[src/shared/svt_pkg.sv]
/*
  Shared constants of the supervisor timeout and power-good gating block:
  APB register offsets, field positions, strap encodings and timing figures.
  Assumes a 125 MHz system clock; every time is kept in ns and turned into
  cycles here.
*/
package svt_pkg;

  // Clock period and register geometry
  localparam int unsigned CLK_NS = 8;
  localparam int AW = 8;
  localparam int DW = 32;
  localparam int CW = 40;
  localparam int NPG = 8;
  localparam int NTH = 5;
  localparam int CAPW = 16;

  // Register byte offsets
  localparam logic [AW-1:0] OFS_STATUS = 8'h00;
  localparam logic [AW-1:0] OFS_IRQ_STAT = 8'h04;
  localparam logic [AW-1:0] OFS_IRQ_MASK = 8'h08;
  localparam logic [AW-1:0] OFS_WD_CAP = 8'h0c;
  localparam logic [AW-1:0] OFS_RST_CAP = 8'h10;

  // Status word fields
  localparam int ST_PG_LSB = 0;
  localparam int ST_RST_BIT = 8;
  localparam int ST_WDF_BIT = 9;
  localparam int ST_FORCE_BIT = 10;
  localparam int ST_TH_LSB = 16;
  localparam int ST_PIN_LSB = 24;

  // Interrupt status / mask fields
  localparam int IRQ_W = 3;
  localparam int IRQ_WDF = 0;
  localparam int IRQ_RST = 1;
  localparam int IRQ_PGREL = 2;

  // Reset values
  localparam logic [IRQ_W-1:0] IRQ_MASK_RST = 3'h0;
  localparam logic [CAPW-1:0] CAP_RST = 16'h0000;

  // Strap level encodings as decoded by the pad comparators
  localparam logic [1:0] STRAP_GND = 2'h0;
  localparam logic [1:0] STRAP_VCC = 2'h1;
  localparam logic [1:0] STRAP_CAP = 2'h2;

  // Times in ns, cycle counts derived from them
  localparam longint unsigned PG_HOLD_NS = 64'd6_250_000;
  localparam longint unsigned WD_SHORT_NS = 64'd1_440_000_000;
  localparam longint unsigned WD_LONG_NS = 64'd92_160_000_000;
  localparam longint unsigned RST_DEF_NS = 64'd200_000_000;
  localparam logic [CW-1:0] PG_HOLD_CYC = CW'(PG_HOLD_NS / CLK_NS);
  localparam logic [CW-1:0] WD_SHORT_CYC = CW'(WD_SHORT_NS / CLK_NS);
  localparam logic [CW-1:0] WD_LONG_CYC = CW'(WD_LONG_NS / CLK_NS);
  localparam logic [CW-1:0] RST_DEF_CYC = CW'(RST_DEF_NS / CLK_NS);

  // 4.348E6 s per farad is 4348 ns per picofarad
  localparam longint unsigned CAP_NS_PER_PF = 64'd4348;
  localparam int LONG_SHIFT = 6;

  // Watchdog phases
  typedef enum logic [1:0] {
    SVT_WD_OFF,
    SVT_WD_LONG,
    SVT_WD_SHORT
  } svt_wd_e;

  // Capacitor value in pF to timeout cycles, rounded down
  function automatic logic [CW-1:0] svt_cap_cycles(input logic [CAPW-1:0] pf);
    svt_cap_cycles = CW'((64'(pf) * CAP_NS_PER_PF) / CLK_NS);
  endfunction

endpackage

[src/rtl/svt_hold_timer.sv]
/*
  Assert-and-hold timer: output is high while the hold condition stands and
  for len_in cycles after it clears. Assumes hold_in is synchronous to clk.
*/
`timescale 1ns/1ns
module svt_hold_timer (
  // Clock and reset
  input wire logic clk_in,
  input wire logic rst_in,
  // Control
  input wire logic hold_in,
  input wire logic [svt_pkg::CW-1:0] len_in,
  // Result
  output logic active_out
);
  import svt_pkg::*;

  logic [CW-1:0] remain;

  // Reload while held, then count the release delay down
  always_ff @(posedge clk_in or posedge rst_in) begin
    if (rst_in) begin
      remain <= '0;
      active_out <= 1'b0;
    end else if (hold_in) begin
      remain <= len_in;
      active_out <= 1'b1;
    end else if (remain > CW'(1)) begin
      remain <= remain - CW'(1);
    end else begin
      remain <= '0;
      active_out <= 1'b0;
    end
  end

endmodule

[src/rtl/svt_top.sv]
/*
  Supervisor timeout and power-good gating: strap-selected watchdog and
  reset timeouts, watchdog disable, forced power-good assertion with timed
  release, APB registers and one level interrupt.
  Assumes comparator results and straps arrive as asynchronous logic levels;
  open-drain pads resolve their wire level from the enables.
*/
`timescale 1ns/1ns
// What this block does
// - Enable input high forces every power-good output asserted low.
// - After enable falls, each power-good output holds its timeout, then releases.
// - Undriven enable input reads as low, so outputs follow supply comparators.
// - Watchdog strap at supply uses default periods; capacitor gives 4.348E6 times C short, 64 times that long.
// - Watchdog strap at ground disables watchdog; fault output never asserts.
// - Reset strap at supply uses default timeout; capacitor gives 4.348E6 times C.
// - Power-good release delay is the preset 6.25 ms.
// - After reset the watchdog allows a long period, then short after first kick.
module svt_top #(
  parameter logic [svt_pkg::CW-1:0] PG_HOLD_CYC_P = svt_pkg::PG_HOLD_CYC,
  parameter logic [svt_pkg::CW-1:0] WD_SHORT_CYC_P = svt_pkg::WD_SHORT_CYC,
  parameter logic [svt_pkg::CW-1:0] WD_LONG_CYC_P = svt_pkg::WD_LONG_CYC,
  parameter logic [svt_pkg::CW-1:0] RST_DEF_CYC_P = svt_pkg::RST_DEF_CYC
) (
  // Clock and reset
  input wire logic mclk_in,
  input wire logic sys_rst_in,
  // APB slave
  input wire logic psel_in,
  input wire logic penable_in,
  input wire logic pwrite_in,
  input wire logic [svt_pkg::AW-1:0] paddr_in,
  input wire logic [svt_pkg::DW-1:0] pwdata_in,
  output logic [svt_pkg::DW-1:0] prdata_out,
  output logic pready_out,
  output logic pslverr_out,
  // Pins and straps
  input wire logic pg_enable_in,
  input wire logic pg_enable_driven_in,
  input wire logic [svt_pkg::NPG-1:0] supply_low_in,
  input wire logic [svt_pkg::NTH-1:0] threshold_select_in,
  input wire logic [1:0] watchdog_time_strap_in,
  input wire logic [1:0] reset_time_strap_in,
  input wire logic watchdog_kick_in,
  // Open-drain outputs
  input wire logic [svt_pkg::NPG-1:0] power_good_in,
  output logic [svt_pkg::NPG-1:0] power_good_out,
  output logic [svt_pkg::NPG-1:0] power_good_oe_out,
  output logic reset_out,
  output logic reset_oe_out,
  output logic watchdog_fault_out,
  output logic watchdog_fault_oe_out,
  // Interrupt
  output logic irq_out
);
  import svt_pkg::*;

  localparam int SW = 3 + NPG + NTH + 4 + NPG;

  logic [SW-1:0] pin_meta;
  logic [SW-1:0] pin_sync;
  logic force_eff;
  logic enable_s;
  logic enable_driven_s;
  logic kick_s;
  logic kick_prev;
  logic kick_edge;
  logic [NPG-1:0] low_s;
  logic [NTH-1:0] th_s;
  logic [1:0] wd_strap_s;
  logic [1:0] rst_strap_s;
  logic [NPG-1:0] pg_pin_s;
  logic [NPG-1:0] pg_act;
  logic rst_act;
  logic rst_prev;
  logic [NPG-1:0] pg_prev;
  logic [CW-1:0] rst_len;
  logic [CAPW-1:0] wd_cap;
  logic [CAPW-1:0] rst_cap;
  svt_wd_e wd_state;
  logic [CW-1:0] wd_cnt;
  logic [CW-1:0] wd_limit;
  logic wd_fault;
  logic wd_off;
  logic [IRQ_W-1:0] irq_stat;
  logic [IRQ_W-1:0] irq_mask;
  logic [IRQ_W-1:0] irq_evt;
  logic apb_done;
  logic apb_wr;
  logic apb_rd;
  logic [DW-1:0] next_rdata;
  logic next_err;

  // Two-stage synchroniser for every pad input
  always_ff @(posedge mclk_in or posedge sys_rst_in) begin
    if (sys_rst_in) begin
      pin_meta <= '0;
      pin_sync <= '0;
    end else begin
      pin_meta <= {pg_enable_in, pg_enable_driven_in, watchdog_kick_in, supply_low_in,
                   threshold_select_in, watchdog_time_strap_in, reset_time_strap_in,
                   power_good_in};
      pin_sync <= pin_meta;
    end
  end

  // Threshold selects are static straps, so a plain sync suffices
  assign {enable_s, enable_driven_s, kick_s, low_s, th_s, wd_strap_s, rst_strap_s,
          pg_pin_s} = pin_sync;

  // A floating enable behaves as the pulled-down level
  assign force_eff = enable_s & enable_driven_s;

  // Power-good channels: forced by enable or own comparator, timed release
  for (genvar i = 0; i < NPG; i++) begin : g_pg
    svt_hold_timer u_hold (
      .clk_in(mclk_in),
      .rst_in(sys_rst_in),
      .hold_in(force_eff | low_s[i]),
      .len_in(PG_HOLD_CYC_P),
      .active_out(power_good_oe_out[i])
    );
  end
  assign pg_act = power_good_oe_out;

  // Reset timeout source picked by the reset strap
  always_comb begin
    if (rst_strap_s == STRAP_CAP) begin
      rst_len = svt_cap_cycles(rst_cap);
    end else begin
      rst_len = RST_DEF_CYC_P;
    end
  end

  // Reset output held for the selected timeout after all supplies recover
  svt_hold_timer u_rst_hold (
    .clk_in(mclk_in),
    .rst_in(sys_rst_in),
    .hold_in(|low_s),
    .len_in(rst_len),
    .active_out(reset_oe_out)
  );
  assign rst_act = reset_oe_out;

  // Open-drain data lines only ever pull low
  always_ff @(posedge mclk_in or posedge sys_rst_in) begin
    if (sys_rst_in) begin
      power_good_out <= '0;
      reset_out <= 1'b0;
      watchdog_fault_out <= 1'b0;
    end else begin
      power_good_out <= '0;
      reset_out <= 1'b0;
      watchdog_fault_out <= 1'b0;
    end
  end

  // Kick edge detect on the synchronised level only
  always_ff @(posedge mclk_in or posedge sys_rst_in) begin
    if (sys_rst_in) begin
      kick_prev <= 1'b0;
    end else begin
      kick_prev <= kick_s;
    end
  end
  assign kick_edge = kick_s ^ kick_prev;

  // Watchdog period: long after reset, short after first kick
  assign wd_off = (wd_strap_s == STRAP_GND);
  always_comb begin
    if (wd_strap_s == STRAP_CAP) begin
      if (wd_state == SVT_WD_LONG) begin
        wd_limit = svt_cap_cycles(wd_cap) << LONG_SHIFT;
      end else begin
        wd_limit = svt_cap_cycles(wd_cap);
      end
    end else if (wd_state == SVT_WD_LONG) begin
      wd_limit = WD_LONG_CYC_P;
    end else begin
      wd_limit = WD_SHORT_CYC_P;
    end
  end

  // Watchdog timer; reset activity restarts it, a ground strap parks it
  always_ff @(posedge mclk_in or posedge sys_rst_in) begin
    if (sys_rst_in) begin
      wd_state <= SVT_WD_LONG;
      wd_cnt <= '0;
      wd_fault <= 1'b0;
    end else if (wd_off) begin
      wd_state <= SVT_WD_OFF;
      wd_cnt <= '0;
      wd_fault <= 1'b0;
    end else if (rst_act || wd_state == SVT_WD_OFF) begin
      wd_state <= SVT_WD_LONG;
      wd_cnt <= '0;
      wd_fault <= 1'b0;
    end else if (kick_edge) begin
      wd_state <= SVT_WD_SHORT;
      wd_cnt <= '0;
      wd_fault <= 1'b0;
    end else if (!wd_fault) begin
      case (wd_state)
        SVT_WD_LONG, SVT_WD_SHORT: begin
          if (wd_cnt + CW'(1) >= wd_limit) begin
            wd_fault <= 1'b1;
          end else begin
            wd_cnt <= wd_cnt + CW'(1);
          end
        end
        default: begin
          wd_cnt <= '0;
        end
      endcase
    end
  end
  assign watchdog_fault_oe_out = wd_fault;

  // Edge history for interrupt events
  always_ff @(posedge mclk_in or posedge sys_rst_in) begin
    if (sys_rst_in) begin
      rst_prev <= 1'b0;
      pg_prev <= '0;
    end else begin
      rst_prev <= rst_act;
      pg_prev <= pg_act;
    end
  end
  assign irq_evt[IRQ_WDF] = wd_fault & ~wd_off;
  assign irq_evt[IRQ_RST] = rst_act & ~rst_prev;
  assign irq_evt[IRQ_PGREL] = |(pg_prev & ~pg_act);

  // APB: one wait state, completion on the edge that sees pready high
  assign apb_done = psel_in & penable_in & pready_out;
  assign apb_wr = apb_done & pwrite_in;
  assign apb_rd = apb_done & ~pwrite_in;

  // Read data and error for the addressed word
  always_comb begin
    next_rdata = '0;
    next_err = 1'b0;
    case (paddr_in)
      OFS_STATUS: begin
        next_rdata[ST_PG_LSB +: NPG] = pg_act;
        next_rdata[ST_RST_BIT] = rst_act;
        next_rdata[ST_WDF_BIT] = wd_fault;
        next_rdata[ST_FORCE_BIT] = force_eff;
        next_rdata[ST_TH_LSB +: NTH] = th_s;
        next_rdata[ST_PIN_LSB +: NPG] = pg_pin_s;
      end
      OFS_IRQ_STAT: next_rdata[IRQ_W-1:0] = irq_stat;
      OFS_IRQ_MASK: next_rdata[IRQ_W-1:0] = irq_mask;
      OFS_WD_CAP: next_rdata[CAPW-1:0] = wd_cap;
      OFS_RST_CAP: next_rdata[CAPW-1:0] = rst_cap;
      default: next_err = 1'b1;
    endcase
  end

  // Bus answer registers
  always_ff @(posedge mclk_in or posedge sys_rst_in) begin
    if (sys_rst_in) begin
      pready_out <= 1'b0;
      prdata_out <= '0;
      pslverr_out <= 1'b0;
    end else if (psel_in && penable_in && !pready_out) begin
      pready_out <= 1'b1;
      prdata_out <= pwrite_in ? '0 : next_rdata;
      pslverr_out <= next_err;
    end else begin
      pready_out <= 1'b0;
      prdata_out <= '0;
      pslverr_out <= 1'b0;
    end
  end

  // Writable configuration; capacitor words steer the timeouts
  always_ff @(posedge mclk_in or posedge sys_rst_in) begin
    if (sys_rst_in) begin
      irq_mask <= IRQ_MASK_RST;
      wd_cap <= CAP_RST;
      rst_cap <= CAP_RST;
    end else if (apb_wr) begin
      case (paddr_in)
        OFS_IRQ_MASK: irq_mask <= pwdata_in[IRQ_W-1:0];
        OFS_WD_CAP: wd_cap <= pwdata_in[CAPW-1:0];
        OFS_RST_CAP: rst_cap <= pwdata_in[CAPW-1:0];
        default: irq_mask <= irq_mask;
      endcase
    end
  end

  // Sticky events, cleared by reading; only the reported bits clear, so an
  // event in the wait cycle or in the read cycle itself is not lost
  always_ff @(posedge mclk_in or posedge sys_rst_in) begin
    if (sys_rst_in) begin
      irq_stat <= '0;
    end else if (apb_rd && paddr_in == OFS_IRQ_STAT) begin
      irq_stat <= (irq_stat & ~prdata_out[IRQ_W-1:0]) | irq_evt;
    end else begin
      irq_stat <= irq_stat | irq_evt;
    end
  end

  // Level interrupt from unmasked sticky bits
  always_ff @(posedge mclk_in or posedge sys_rst_in) begin
    if (sys_rst_in) begin
      irq_out <= 1'b0;
    end else begin
      irq_out <= |(irq_stat & irq_mask);
    end
  end

  // Helper: cycles channel 0 has stayed asserted since its last hold
  logic [CW-1:0] rel_cnt;
  always_ff @(posedge mclk_in or posedge sys_rst_in) begin
    if (sys_rst_in) begin
      rel_cnt <= '0;
    end else if (force_eff || low_s[0]) begin
      rel_cnt <= '0;
    end else if (pg_act[0]) begin
      rel_cnt <= rel_cnt + CW'(1);
    end
  end
endmodule

[config.mk]
export PLATFORM = sky130hd
export DESIGN_NAME = svt_top
export DESIGN_NICKNAME = d
export VERILOG_FILES = /design/src/shared/svt_pkg.sv /design/src/rtl/svt_hold_timer.sv /design/src/rtl/svt_top.sv
export SDC_FILE = /design/constraint.sdc
export NUM_CORES = 2
export LEC_CHECK = 0
export ABC_AREA = 1
export BUFFER_PORTS_ARGS = -buffer_cell sky130_fd_sc_hd__buf_2
export CAP_MARGIN = 10
export CORE_MARGIN = 5
export CORE_UTILIZATION = 50
export CTS_CLUSTER_DIAMETER = 30
export DETAILED_ROUTE_END_ITERATION = 16
export PLACE_DENSITY = 0.69
export SLEW_MARGIN = 10
export SYNTH_ARGS = -nofsm -noshare
export SYNTH_HDL_FRONTEND = slang
export SYNTH_SLANG_ARGS = --single-unit
[constraint.sdc]
create_clock -name mclk_in -period 17.4 [get_ports mclk_in]
set_input_delay 0.87 -clock mclk_in [delete_from_list [all_inputs] [get_ports mclk_in]]
set_output_delay 0.87 -clock mclk_in [all_outputs]
set_load 0.03 [all_outputs]
==> metrics.md <==
| Metric | Value |
|---|---|
| FMAX | 0.1317 GHz |
| Clock network fraction of design power | 62.7% |
| Sw Ratio | 24.07% |
| Overall Global Routing Usage | 21.56% |
| First-pass GRT wire length | 139.7 mm |
| Layout fillers | 6290 |
| Part of the power in registers | 33.5% |
| Post-synthesis async set-or-reset flop share | 100.0% |
| Most used DFF post-synth | dfrtp_1 |
| Final RePlAce weighted congestion | 0.8617 |
| Die Y | 277.8 um |
| RSZ-0062 raised after global routing | no |
| Worst slew margin | 20.84% |
| Setup_tns | 0 ns |
| CP top delay family | adder cells |
| Int Power | 0.002982 W |
| WP data required | 18.02 ns |
| Clk_lat worst skew | 0.71 ns |
| DRC violations left | 0 |
| Post-synthesis cell count | 4310 |
| Antenna cells | 0 |
| Synth Warn # | 0 |
| CTS-repair resized insts | 0 |
| Largest net degree at the start of global routing | 130 |
| Outcome | completed |
| Slowest Stage Delay on Critical Path | 0.56 ns |
| Reg2reg start | wd_cap[3] |
| Sequential area share after synthesis | 38.25% |
| Row Count | 98 |
| Worst setup EP type | register |
| PD cells | 93.80 nW/um2 |
| Fin. max-slew vios | 0 |
| Vias in the first global route | 28760 |
| DR vias | 28410 |
| # port buffers | 98 |
| Slowest CP cell | fa_1 |
| Final hold viol count | 0 |
| Critical Path Start | wd_cap[3] |
| Clock Sinks | 548 |
| Worst Tran Pin Value | 1.184 ns |
| HP Start | power_good_in[2] |
| Clock Skews | 0.02783 ns |
| Final Setup Violations | 0 |
| Worst-path maximum fanout | 41 |
| Max_cap viols | 0 |
| Hpwl dp | 59.50 mm |
| P&R area growth vs syn | 16.77% |
| Syn_area_per_cell | 8.319 um2 |
| Initial Utilization | 50.24% |
| Grt ovf | 0 |
| R2R setup slack | 9.81 ns |
| Post-CTS setup buffers | 0 |
| H-tree depth | 4 |
| Core box area | 71360 um2 |
| Die width | 277.8 um |
| Detailed Routing Iterations Pass 1 | 6 |
| Number of flops mapped to enable cells by yosys | 0 |
| Distinct cells, synth | 66 |
| Cell area after synthesis | 35850 um2 |
| Io pins | 128 |
| Path type of the worst min-delay path | input pin to register |
| Ratio of cells with drive above 1 in the final layout | 10.81% |
| Maximum VDD drop | 0.08442 mV |
| WP data arrival | 8.21 ns |
| LEAKAGE | 20.38 nW |
| Crit path time final | 7.592 ns |
| Final worst-path cycle share | 43.63% |
| Initial antenna violation count | 0 |
| CTS tree | done |
| CTS buffer count | 134 |
| Worst Setup Start Kind | register |
| Die area | 77160 um2 |
| Synthesis-stage register bit count | 548 |
| Comb pwr share | 3.8% |
| Clk root buf | clkbuf_16 |
| Post-CTS Hold Buffers | 0 |
| # nets final | 4902 |
| WP buf/inv | 5 |
| Wire per inst | 14.83 um |
| Area of the multi-input gates | 19480 um2 |
| Vias per inst | 5.121 |
| Psw | 0.0009452 W |
| Final WL | 82.26 mm |
| CP most frequent cell | nand2_1 |
| Longest Clk Path Bufs | 3 |
| Routed Antenna Nets | 0 |
| Clock slew at reported path FFs | 0.05 ns |
| WS Path Type | register to register |
| Initial drt markers | 1695 |
| Finished Core Util | 58.67% |
| Register area | 13710 um2 |
-- power by group through the flow --
| stage | combinational, W | clock [W] | sequential, W |
|---|---|---|---|
| floorplan | 0.000113 | 0 | 0.00133 |
| global placement | 0.000149 | 0 | 0.00133 |
| detailed placement | 0.000152 | 0 | 0.00133 |
| CTS | 0.000153 | 0.00251 | 0.00132 |
| global route | 0.000173 | 0.00258 | 0.00132 |
| finish | 0.000150 | 0.00246 | 0.00132 |
-- kinds of logic after synthesis --
logic type | share of synthesized area, %
other cells | 0.01046
flops | 38.25
compound gates | 6.466
simple gates | 25.01
xor+xnor | 8.159
fa+ha+maj | 14.56
buf+inv | 7.541
-- routing by layer --
metal	track usage, %	up-vias	part of all wire (%)
met1	29.61	13500	46
met2	33.61	567	45
li1	-	14180	-
met4	8.660	0	3.2
met5	0	-	0
met3	4.545	170	5.2
-- state kept, by name, summed over array words and instances, names as in the netlist --
signal / flops
g_pg.u_hold.active_out: 8
g_pg.u_hold.remain: 320
irq_mask: 3
irq_out: 1
irq_stat: 3
kick_prev: 1
pg_prev: 8
pin_meta: 28
pin_sync: 28
prdata_out: 29
pready_out: 1
pslverr_out: 1
rst_cap: 16
rst_prev: 1
u_rst_hold.active_out: 1
u_rst_hold.remain: 40
watchdog_fault_oe_out: 1
wd_cap: 16
wd_cnt: 40
wd_state: 2
-- placed cells by master, fill, tap and decap left out, types with 15 or more instances in the layout --
master,n
xor2_1,196
or2_2,19
nand2_1,622
buf_2,98
buf_4,23
o21ai_0,237
nor2_1,764
nand2_2,15
clkbuf_1,15
nand3_1,183
nor3b_1,24
fa_1,132
nor2_2,30
nand4_1,92
ha_1,206
clkbuf_8,17
nor3_1,83
nor3_2,24
inv_2,16
nor4_1,52
clkinv_2,17
inv_6,20
xnor2_1,138
clkbuf_16,137
a21oi_1,128
dfrtp_1,547
inv_1,578
-- cell usage after synthesis (3+ instances only) --
library cell	count	area [um2]
a21boi_0	3	22.52
a21o_1	6	45.04
a21oi_1	128	640.6
a221oi_1	3	26.28
a31oi_1	8	50.05
and3_1	9	56.30
buf_2	10	50.05
buf_4	24	180.2
buf_6	3	33.78
clkbuf_1	49	183.9
dfrtp_1	547	13690
fa_1	132	2643
ha_1	206	2577
inv_1	579	2173
inv_2	16	60.06
nand2_1	622	2335
nand2_2	15	93.84
nand3_1	183	915.9
nand3_2	7	70.07
nand3b_1	5	37.54
nand4_1	92	575.6
nand4_2	3	37.54
nor2_1	764	2868
nor2_2	30	187.7
nor2_4	7	78.83
nor3_1	83	415.4
nor3_2	24	240.2
nor3_4	7	113.9
nor3b_1	24	180.2
nor4_1	52	325.3
nor4_2	4	50.05
nor4_4	3	63.81
o21a_1	11	82.58
o21ai_0	237	1186
o21ai_1	3	15.01
o21bai_1	8	60.06
o221ai_1	3	26.28
o22ai_1	11	68.82
o32ai_1	3	26.28
or2_1	3	18.77
or2_2	19	118.9
or4_1	3	22.52
xnor2_1	138	1209
xor2_1	196	1717
-- cell type report --
| cell class | instances | share of cell area [%] |
|---|---|---|
| flip-flops and latches | 548 | 32.76 |
| clock buffers | 169 | 8.882 |
| well taps | 950 | 2.839 |
| clock inverters | 75 | 2.038 |
| repair buffers | 121 | 1.584 |
| multi-input cells | 3089 | 46.53 |
| inverters | 597 | 5.370 |
-- stage by stage --
| stage | hold WS, ns | instance area [um2] | instances | worst slack [ns] | power [W] |
|---|---|---|---|---|---|
| 6_report | 0.2708 | 41870 | 5549 | 9.808 | 0.003927 |
| 5_1_grt | 0.2283 | 41870 | 5549 | 9.084 | 0.004073 |
| 4_1_cts | 0.2133 | 41870 | 5549 | 9.784 | 0.003978 |
| 3_5_place_dp | 0.3347 | 37300 | 5305 | 9.816 | 0.001485 |
| 3_3_place_gp | 0.3315 | 37300 | 5305 | 9.898 | 0.001482 |
| 2_1_floorplan | 0.3312 | 35900 | 4322 | 1.211 | 0.001444 |
-- final timing paths --
path,to,depth (start not counted)
worst min-delay path,pin_meta[2],1
max in group asynchronous,g_pg[5].u_hold.remain[35],4
min in group asynchronous,g_pg[4].u_hold.remain[18],2
worst min register to register,pin_sync[16],0
worst max register to register,wd_cnt[8],37
worst max-delay path,wd_cnt[8],37
Note: power is estimated with default switching activity, not from simulation.
